### config.mk
export PLATFORM = sky130hd
export DESIGN_NAME = udsp_serial_ctrl
export DESIGN_NICKNAME = d
export VERILOG_FILES = /design/src/hdl/udsp_serial_ctrl.v /design/src/hdl/udsp_uart_port.v
export VERILOG_INCLUDE_DIRS = /design/src /design/src/common
export SDC_FILE = /design/constraint.sdc
export NUM_CORES = 1
export LEC_CHECK = 0
export BUFFER_PORTS_ARGS = -buffer_cell sky130_fd_sc_hd__clkbuf_2
export CAP_MARGIN = 15
export CORE_ASPECT_RATIO = 1.5
export CORE_MARGIN = 4
export CORE_UTILIZATION = 25
export DETAILED_ROUTE_END_ITERATION = 12
export PLACE_DENSITY_LB_ADDON = 0.08
export SLEW_MARGIN = 30
export SYNTH_ARGS = -nofsm -noshare
export SYNTH_HDL_FRONTEND = slang
export SYNTH_SLANG_ARGS = --single-unit
### constraint.sdc
create_clock -name mclk_in -period 22.8 [get_ports mclk_in]
set_input_delay 2.28 -clock mclk_in [delete_from_list [all_inputs] [get_ports mclk_in]]
set_output_delay 2.28 -clock mclk_in [all_outputs]
set_load 0.05 [all_outputs]
### src/common/udsp_defs.vh
`ifndef UDSP_DEFS_VH
`define UDSP_DEFS_VH
// Operating modes
`define UDSP_MODE_TERMINAL 3'h0
`define UDSP_MODE_SYSCFG 3'h1
`define UDSP_MODE_CALIB 3'h2
`define UDSP_MODE_BINARY 3'h3
`define UDSP_MODE_REMOTE 3'h4
// Baud selects
`define UDSP_BAUD_300 3'h0
`define UDSP_BAUD_1200 3'h1
`define UDSP_BAUD_2400 3'h2
`define UDSP_BAUD_4800 3'h3
`define UDSP_BAUD_9600 3'h4
`define UDSP_BAUD_19200 3'h5
// Clock rate in Hz and derived bit periods
`define UDSP_CLK_HZ 250000000
`define UDSP_DIV_300 32'd833333
`define UDSP_DIV_1200 32'd208333
`define UDSP_DIV_2400 32'd104166
`define UDSP_DIV_4800 32'd52083
`define UDSP_DIV_9600 32'd26041
`define UDSP_DIV_19200 32'd13020
// Flow control characters
`define UDSP_XON 8'h11
`define UDSP_XOFF 8'h13
// Horn timing
`define UDSP_ALARM_MS 12'd500
`define UDSP_NOTICE_MS 12'd2000
`define UDSP_MS_CYCLES 250000
`define UDSP_BEEP_MS 12'd100
`endif

### src/hdl/udsp_serial_ctrl.v
// Contract
// - Alarm pulses horn every half second
// - Notice pulses horn every two seconds
// - Normal lamp only in normal operation
// - Every event is logged to history
// - Calibration and binary modes port two only
// - Remote monitor mode port one only
// - Ports never share one mode
// - Six selectable baud rates per port
// - Remote monitor mode forces 300 baud
// - Port one always eight data bits
// - Port two also allows seven bits
// - Resume 0x11, pause 0x13 flow characters
// - Pause received stops transmit until resume
// - Flow off ignores handshake lines
// - Reset defaults per port
// - Terminal mode emits events immediately
// - Settings commit only when save set
// - Clear-to-send equals data-set-ready
// - Data-terminal-ready input unused
`timescale 1ns/1ns
`include "udsp_defs.vh"
module udsp_serial_ctrl
#(
  parameter MS_CYCLES = `UDSP_MS_CYCLES
)
(
  input wire mclk_in,
  input wire rst_in,
  input wire alarm_in,
  input wire notice_in,
  input wire normal_in,
  input wire [7:0] status_in,
  input wire event_in,
  input wire [7:0] event_code_in,
  input wire [2:0] edit_mode1_in,
  input wire [2:0] edit_baud1_in,
  input wire edit_two_stop1_in,
  input wire edit_flow1_in,
  input wire [2:0] edit_mode2_in,
  input wire [2:0] edit_baud2_in,
  input wire edit_seven2_in,
  input wire edit_two_stop2_in,
  input wire edit_flow2_in,
  input wire setup_exit_in,
  input wire save_in,
  input wire rxd1_in,
  input wire rxd2_in,
  input wire rts2_in,
  input wire dtr2_in,
  output reg horn_out,
  output reg normal_lamp_out,
  output reg [7:0] status_lamp_out,
  output reg log_we_out,
  output reg [7:0] log_data_out,
  output reg [8:0] log_addr_out,
  output reg [2:0] mode1_out,
  output reg [2:0] mode2_out,
  output wire [2:0] baud1_out,
  output wire [2:0] baud2_out,
  output reg cfg_reject_out,
  output wire txd1_out,
  output wire txd2_out,
  output wire cts2_out,
  output wire dsr2_out,
  output wire [7:0] rx2_data_out,
  output wire rx2_valid_out,
  output wire event_drop_out
);
  reg [2:0] baud1;
  reg [2:0] baud2;
  reg two_stop1;
  reg two_stop2;
  reg seven2;
  reg flow1;
  reg flow2;
  // Commit on leaving setup only with save set; illegal combos rejected whole
  wire bad1 = edit_mode1_in == `UDSP_MODE_CALIB || edit_mode1_in == `UDSP_MODE_BINARY
    || edit_mode1_in > `UDSP_MODE_REMOTE;
  wire bad2 = edit_mode2_in == `UDSP_MODE_REMOTE || edit_mode2_in > `UDSP_MODE_REMOTE;
  wire same = edit_mode1_in == edit_mode2_in;
  wire badb = edit_baud1_in > `UDSP_BAUD_19200 || edit_baud2_in > `UDSP_BAUD_19200;
  always @(posedge mclk_in or posedge rst_in)
  begin
    if (rst_in)
    begin
      mode1_out <= `UDSP_MODE_REMOTE;
      mode2_out <= `UDSP_MODE_TERMINAL;
      baud1 <= `UDSP_BAUD_300;
      baud2 <= `UDSP_BAUD_9600;
      two_stop1 <= 1'b0;
      two_stop2 <= 1'b0;
      seven2 <= 1'b0;
      flow1 <= 1'b0;
      flow2 <= 1'b0;
      cfg_reject_out <= 1'b0;
    end
    else
    begin
      cfg_reject_out <= 1'b0;
      if (setup_exit_in && save_in)
      begin
        if (bad1 || bad2 || same || badb)
        begin
          cfg_reject_out <= 1'b1;
        end
        else
        begin
          mode1_out <= edit_mode1_in;
          mode2_out <= edit_mode2_in;
          baud1 <= edit_baud1_in;
          baud2 <= edit_baud2_in;
          two_stop1 <= edit_two_stop1_in;
          two_stop2 <= edit_two_stop2_in;
          seven2 <= edit_seven2_in;
          flow1 <= edit_flow1_in;
          flow2 <= edit_flow2_in;
        end
      end
    end
  end
  assign baud1_out = (mode1_out == `UDSP_MODE_REMOTE) ? `UDSP_BAUD_300 : baud1;
  assign baud2_out = baud2;
  // Event path: log always, and send to terminal-mode port and to port one in remote mode
  reg [7:0] ev_byte;
  reg ev_pend1;
  reg ev_pend2;
  wire rdy1;
  wire rdy2;
  wire send1 = mode1_out == `UDSP_MODE_TERMINAL || mode1_out == `UDSP_MODE_REMOTE;
  wire send2 = mode2_out == `UDSP_MODE_TERMINAL;
  // One holding byte shared by both ports; a new event while one is still pending overwrites the pending byte, and the drop is flagged
  assign event_drop_out = event_in && ((ev_pend1 && send1) || (ev_pend2 && send2));
  always @(posedge mclk_in or posedge rst_in)
  begin
    if (rst_in)
    begin
      ev_byte <= 8'h00;
      ev_pend1 <= 1'b0;
      ev_pend2 <= 1'b0;
      log_we_out <= 1'b0;
      log_data_out <= 8'h00;
      log_addr_out <= 9'h000;
    end
    else
    begin
      log_we_out <= event_in;
      if (event_in)
      begin
        log_data_out <= event_code_in;
        log_addr_out <= log_addr_out + 9'h001;
        ev_byte <= event_code_in;
      end
      if (event_in && send1)
      begin
        ev_pend1 <= 1'b1;
      end
      else if (rdy1)
      begin
        ev_pend1 <= 1'b0;
      end
      if (event_in && send2)
      begin
        ev_pend2 <= 1'b1;
      end
      else if (rdy2)
      begin
        ev_pend2 <= 1'b0;
      end
    end
  end
  udsp_uart_port u_port1
  (
    .mclk_in(mclk_in),
    .rst_in(rst_in),
    .baud_in(baud1_out),
    .seven_bit_in(1'b0),
    .two_stop_in(two_stop1),
    .flow_en_in(flow1),
    .tx_data_in(ev_byte),
    .tx_valid_in(ev_pend1),
    .tx_ready_out(rdy1),
    .txd_out(txd1_out),
    .rxd_in(rxd1_in),
    .rx_data_out(),
    .rx_valid_out(),
    .paused_out()
  );
  udsp_uart_port u_port2
  (
    .mclk_in(mclk_in),
    .rst_in(rst_in),
    .baud_in(baud2_out),
    .seven_bit_in(seven2),
    .two_stop_in(two_stop2),
    .flow_en_in(flow2),
    .tx_data_in(ev_byte),
    .tx_valid_in(ev_pend2),
    .tx_ready_out(rdy2),
    .txd_out(txd2_out),
    .rxd_in(rxd2_in),
    .rx_data_out(rx2_data_out),
    .rx_valid_out(rx2_valid_out),
    .paused_out()
  );
  // Handshake lines are not used; rts2 and dtr2 stay unread
  assign cts2_out = 1'b1;
  assign dsr2_out = cts2_out;
  // Horn: millisecond tick, then period counter
  reg [31:0] ms_cnt;
  reg [11:0] per_cnt;
  wire ms_tick = ms_cnt == MS_CYCLES - 1;
  wire [11:0] period = alarm_in ? `UDSP_ALARM_MS : `UDSP_NOTICE_MS;
  always @(posedge mclk_in or posedge rst_in)
  begin
    if (rst_in)
    begin
      ms_cnt <= 32'h0;
      per_cnt <= 12'h000;
      horn_out <= 1'b0;
      normal_lamp_out <= 1'b0;
      status_lamp_out <= 8'h00;
    end
    else
    begin
      ms_cnt <= ms_tick ? 32'h0 : ms_cnt + 32'h1;
      if (!alarm_in && !notice_in)
      begin
        per_cnt <= 12'h000;
        horn_out <= 1'b0;
      end
      else if (ms_tick)
      begin
        per_cnt <= (per_cnt >= period - 12'h001) ? 12'h000 : per_cnt + 12'h001;
        horn_out <= per_cnt < `UDSP_BEEP_MS;
      end
      // Other lamps only when not normal
      normal_lamp_out <= normal_in && !alarm_in && !notice_in;
      status_lamp_out <= normal_lamp_out ? 8'h00 : status_in;
    end
  end
endmodule

### src/hdl/udsp_uart_port.v
`timescale 1ns/1ns
`include "udsp_defs.vh"
module udsp_uart_port
(
  input wire mclk_in,
  input wire rst_in,
  input wire [2:0] baud_in,
  input wire seven_bit_in,
  input wire two_stop_in,
  input wire flow_en_in,
  input wire [7:0] tx_data_in,
  input wire tx_valid_in,
  output wire tx_ready_out,
  output reg txd_out,
  input wire rxd_in,
  output reg [7:0] rx_data_out,
  output reg rx_valid_out,
  output reg paused_out
);
  function [31:0] udsp_div;
    input [2:0] sel;
    begin
      case (sel)
        `UDSP_BAUD_300: udsp_div = `UDSP_DIV_300;
        `UDSP_BAUD_1200: udsp_div = `UDSP_DIV_1200;
        `UDSP_BAUD_2400: udsp_div = `UDSP_DIV_2400;
        `UDSP_BAUD_4800: udsp_div = `UDSP_DIV_4800;
        `UDSP_BAUD_9600: udsp_div = `UDSP_DIV_9600;
        default: udsp_div = `UDSP_DIV_19200;
      endcase
    end
  endfunction
  wire [31:0] div = udsp_div(baud_in);
  wire [3:0] nbits = seven_bit_in ? 4'h7 : 4'h8;
  // Transmitter: start, data lsb first, stop bits
  reg tx_busy;
  reg [31:0] tx_cnt;
  reg [3:0] tx_bit;
  reg [9:0] tx_shift;
  reg [3:0] tx_total;
  assign tx_ready_out = !tx_busy && !paused_out;
  always @(posedge mclk_in or posedge rst_in)
  begin
    if (rst_in)
    begin
      tx_busy <= 1'b0;
      tx_cnt <= 32'h0;
      tx_bit <= 4'h0;
      tx_shift <= 10'h3ff;
      tx_total <= 4'h0;
      txd_out <= 1'b1;
    end
    else if (!tx_busy)
    begin
      txd_out <= 1'b1;
      if (tx_valid_in && tx_ready_out)
      begin
        tx_busy <= 1'b1;
        tx_cnt <= 32'h0;
        tx_bit <= 4'h0;
        tx_shift <= {2'b11, tx_data_in};
        tx_total <= nbits + (two_stop_in ? 4'h3 : 4'h2);
        txd_out <= 1'b0;
      end
    end
    else if (tx_cnt == div - 32'h1)
    begin
      tx_cnt <= 32'h0;
      tx_bit <= tx_bit + 4'h1;
      if (tx_bit + 4'h1 == tx_total)
      begin
        tx_busy <= 1'b0;
        txd_out <= 1'b1;
      end
      else
      begin
        // Stop bits are a constant one once past the data bits
        txd_out <= (tx_bit + 4'h1 > nbits) ? 1'b1 : tx_shift[tx_bit[2:0]];
      end
    end
    else
    begin
      tx_cnt <= tx_cnt + 32'h1;
    end
  end
  // Receiver samples mid-bit; no parity expected
  reg rx_busy;
  reg [31:0] rx_cnt;
  reg [3:0] rx_bit;
  reg [7:0] rx_shift;
  always @(posedge mclk_in or posedge rst_in)
  begin
    if (rst_in)
    begin
      rx_busy <= 1'b0;
      rx_cnt <= 32'h0;
      rx_bit <= 4'h0;
      rx_shift <= 8'h00;
      rx_data_out <= 8'h00;
      rx_valid_out <= 1'b0;
      paused_out <= 1'b0;
    end
    else
    begin
      rx_valid_out <= 1'b0;
      if (!flow_en_in)
      begin
        paused_out <= 1'b0;
      end
      if (!rx_busy)
      begin
        if (!rxd_in)
        begin
          rx_busy <= 1'b1;
          rx_cnt <= {1'b0, div[31:1]};
          rx_bit <= 4'h0;
        end
      end
      else if (rx_cnt == div - 32'h1)
      begin
        rx_cnt <= 32'h0;
        rx_bit <= rx_bit + 4'h1;
        if (rx_bit == 4'h0 && rxd_in)
        begin
          rx_busy <= 1'b0;
        end
        else if (rx_bit == nbits + 4'h1)
        begin
          rx_busy <= 1'b0;
          rx_data_out <= seven_bit_in ? {1'b0, rx_shift[7:1]} : rx_shift;
          rx_valid_out <= rxd_in;
          if (rxd_in && flow_en_in)
          begin
            if ((seven_bit_in ? {1'b0, rx_shift[7:1]} : rx_shift) == `UDSP_XOFF)
            begin
              paused_out <= 1'b1;
            end
            else if ((seven_bit_in ? {1'b0, rx_shift[7:1]} : rx_shift) == `UDSP_XON)
            begin
              paused_out <= 1'b0;
            end
          end
        end
        else if (rx_bit != 4'h0)
        begin
          rx_shift <= {rxd_in, rx_shift[7:1]};
        end
      end
      else
      begin
        rx_cnt <= rx_cnt + 32'h1;
      end
    end
  end
endmodule

==> flow_summary.json <==
{
  "status": "complete, no violations",
  "wl_met1_um": 23300,
  "cts_max_level": 2,
  "wirelength_um": 53400,
  "synth_top_flop_cell": "dfrtp_1",
  "dr_wl_met3_um": 2000,
  "peakVddDrop_v": 0.0000660,
  "synth.distinct_cells": 87,
  "grt_max_degree": 94,
  "rsz0062_at_grt": "no",
  "drive_gt1_share_pct": 14.1,
  "num_antenna_cells": 0,
  "critical_path_buf_inv_count": 3,
  "yosys_register_bits": 291,
  "setup_viol": 0,
  "ant_nets": 0,
  "track_usage_pct": 14.7,
  "cts_max_path_buffers": 3,
  "slew_violations": 0,
  "synth_edf_count": 0,
  "numPortBuffers": 95,
  "fin_nets": 2022,
  "crit_fanout": 17,
  "die-area_mm2": 0.0722,
  "crit_arrival_ps": 4050,
  "path_class": "input port to output pin",
  "powerDensity_mw_per_mm2": 85.3,
  "syn_inst": 1910,
  "path_cells": "clkbuf_2 -> buf_4 -> nor4b_1 -> a32o_1 -> clkbuf_2",
  "post-cts-setup-buffer-count": 0,
  "post-route-min-period_ps": 6330,
  "num_rows": 116,
  "cp-end-kind": "output pin",
  "fmax_ghz": 0.158,
  "floorplan.initialDensity_pct": 25.3,
  "vias_per_cell": 5.02,
  "drt_iter0_markers": 745,
  "ys_seq_area_share_pct": 43.1,
  "ys_warn_count": 0,
  "cts_hold_buf": 0,
  "drv_cap": 0,
  "layout.cells.non_filler": 2861,
  "leakage_uw": 0.00834,
  "finalClockSkew_ps": 23.4,
  "fp.coreArea_mm2": 0.0671,
  "netlist_area_mm2": 0.0170,
  "cpMaxStageDelayCell": "nor4b_1",
  "clock_latency_ps": 570,
  "grt_pass1_wl_um": 84500,
  "root_buffer": "clkbuf_16",
  "gr-total-overflow": 0,
  "yosys.area.top_type_share_pct": 40.0,
  "ioPinCount": 100,
  "finalCritPeriodShare_pct": 27.8,
  "cp_top_family": "simple AND/OR/NAND/NOR gates",
  "yosys-top-cells-area": "dfrtp_1 (40%), nand2_1 (5.2%), nand3_1 (3.8%)",
  "grt_pass1_vias": 14400,
  "gp_congestion": 0.813,
  "path_clk_slew_ps": 60,
  "worstPathRequired_ps": 20520,
  "met2_length_um": 26100,
  "route.vias.total": 14400,
  "critPathMostFrequentCell": "clkbuf_2",
  "finalHoldViolations": 0,
  "start_kind": "input port",
  "dr.max_layer_used": "met4",
  "dp_hpwl_um": 37100,
  "maxSlewHeadroom_pct": 38.9,
  "cts.repair.resized": 0,
  "avgSynthCellArea_um2": 8.88,
  "drc": 0,
  "cts_num_sinks": 291,
  "area_delta_synth_final_pct": 15.4,
  "antenna_found_initial": 1,
  "cts_buffers": 36,
  "die_w_um": 221,
  "die_y_um": 327,
  "synth_most_common_cell": "dfrtp_1",
  "yosysTopAreaCell": "dfrtp_1",
  "cts_tree": "yes",
  "dp.cells": 2796,
  "slowest_delay_ps": 760,
  "dr.pass1.iters": 8,
  "async_flop_share_pct": 100,
  "tns_ps": 0,
  "synth_commonest_cells": "dfrtp_1 (271), nand2_1 (236), nor2_1 (139), nand3_1 (128), o21ai_0 (121)",
  "hold_class": "flop to flop",
  "worst_pin_slew_ps": 908,
  "post_drt_wl_per_cell_um": 18.7
}
[routing by layer]
| layer | track usage, % | vias up |
|---|---|---|
| met5 | 0 | - |
| met4 | 5.47 | 0 |
| met3 | 2.32 | 91 |
| met2 | 25.2 | 278 |
| met1 | 18.5 | 7073 |
| li1 | - | 6928 |
[kinds of logic (layout without fill, tap and decap cells)]
kind of cell,count (synthesis),after routing,synth area share (%)
mux,65,65,4.48
simple gates,829,829,24.6
flops,291,291,43.1
buf+inv,183,248,4.47
compound gates,396,396,15.2
fa+ha+maj,28,28,2.06
xor+xnor,117,117,6.12
other cells,1,2,0.0221
[cells in the final DEF, fill, tap and decap left out, types with 28 or more instances in the layout]
| master | count |
|---|---|
| o21ai_0 | 121 |
| clkbuf_2 | 95 |
| a21oi_1 | 88 |
| dfrtp_1 | 271 |
| nand3_1 | 128 |
| nor3_1 | 47 |
| nor4_1 | 31 |
| nor2b_1 | 30 |
| nand4_1 | 38 |
| mux2_2 | 47 |
| ha_1 | 28 |
| nand2_1 | 236 |
| clkbuf_16 | 36 |
| and3_1 | 52 |
| inv_1 | 54 |
| xor2_1 | 45 |
| nor2_1 | 139 |
| xnor2_1 | 71 |
[metrics by stage]
step | worst slack, ps | power, uW | cell area, um^2 | hold WS (ps) | utilization (%)
6_report | 16470 | 1670 | 19600 | 456 | 29.2
4_1_cts | 16530 | 1700 | 19600 | 460 | 29.2
2_1_floorplan | 12520 | 923 | 17000 | 433 | -
3_3_place_gp | 16560 | 1040 | 18300 | 446 | 27.2
3_5_place_dp | 16540 | 1040 | 18300 | 449 | 27.3
5_1_grt | 16430 | 1760 | 19600 | 474 | 29.2
[layout make-up]
class / instances / area, um^2
well taps: 885 / 1110
fillers: 7168 / 47500
clock inverters: 19 / 303
clock buffers: 46 / 988
multi-input cells: 1437 / 8930
repair buffers: 125 / 712
flip-flops and latches: 291 / 7310
inverters: 58 / 225
[flip-flops by register name (all words and copies together), names as in the netlist, 8 cells and up]
name                 count
ms_cnt                  32
u_port1.rx_cnt          32
u_port1.tx_cnt          32
u_port2.rx_cnt          32
u_port2.tx_cnt          32
per_cnt                 12
log_addr_out             9
ev_byte                  8
status_lamp_out          8
u_port1.rx_shift         8
u_port1.tx_shift         8
u_port2.rx_data_out      8
u_port2.rx_shift         8
u_port2.tx_shift         8
[report_power, final]
group	internal, uW	total (uW)	switching, uW
sequential	563	634	70.6
combinational	139	397	258
clock	389	640	251
[worst min-delay path: stages (launching register included)]
cell	delay, ps
dfstp_2	360
nand2_1	40
nand2_1	50
[worst paths after layout]
path,from,endpoint,depth (start not counted),slack (ps)
setup / recovery,event_in,event_drop_out,5,16470
hold / removal,u_port1.tx_shift[0]$_DFFE_PP1P_,u_port1.tx_shift[0]$_DFFE_PP1P_,2,460
setup reg to reg,baud2_out[1]$_DFFE_PP0P_,u_port2.rx_data_out[7]$_DFFE_PP0P_,12,18210
hold reg to reg,u_port1.tx_shift[0]$_DFFE_PP1P_,u_port1.tx_shift[0]$_DFFE_PP1P_,2,460
max in group asynchronous,rst_in,u_port1.rx_cnt[31]$_DFFE_PP0P_,4,19150
min in group asynchronous,rst_in,u_port2.tx_cnt[17]$_DFFE_PP0P_,2,1850
Power figures use the tool's default switching activity.
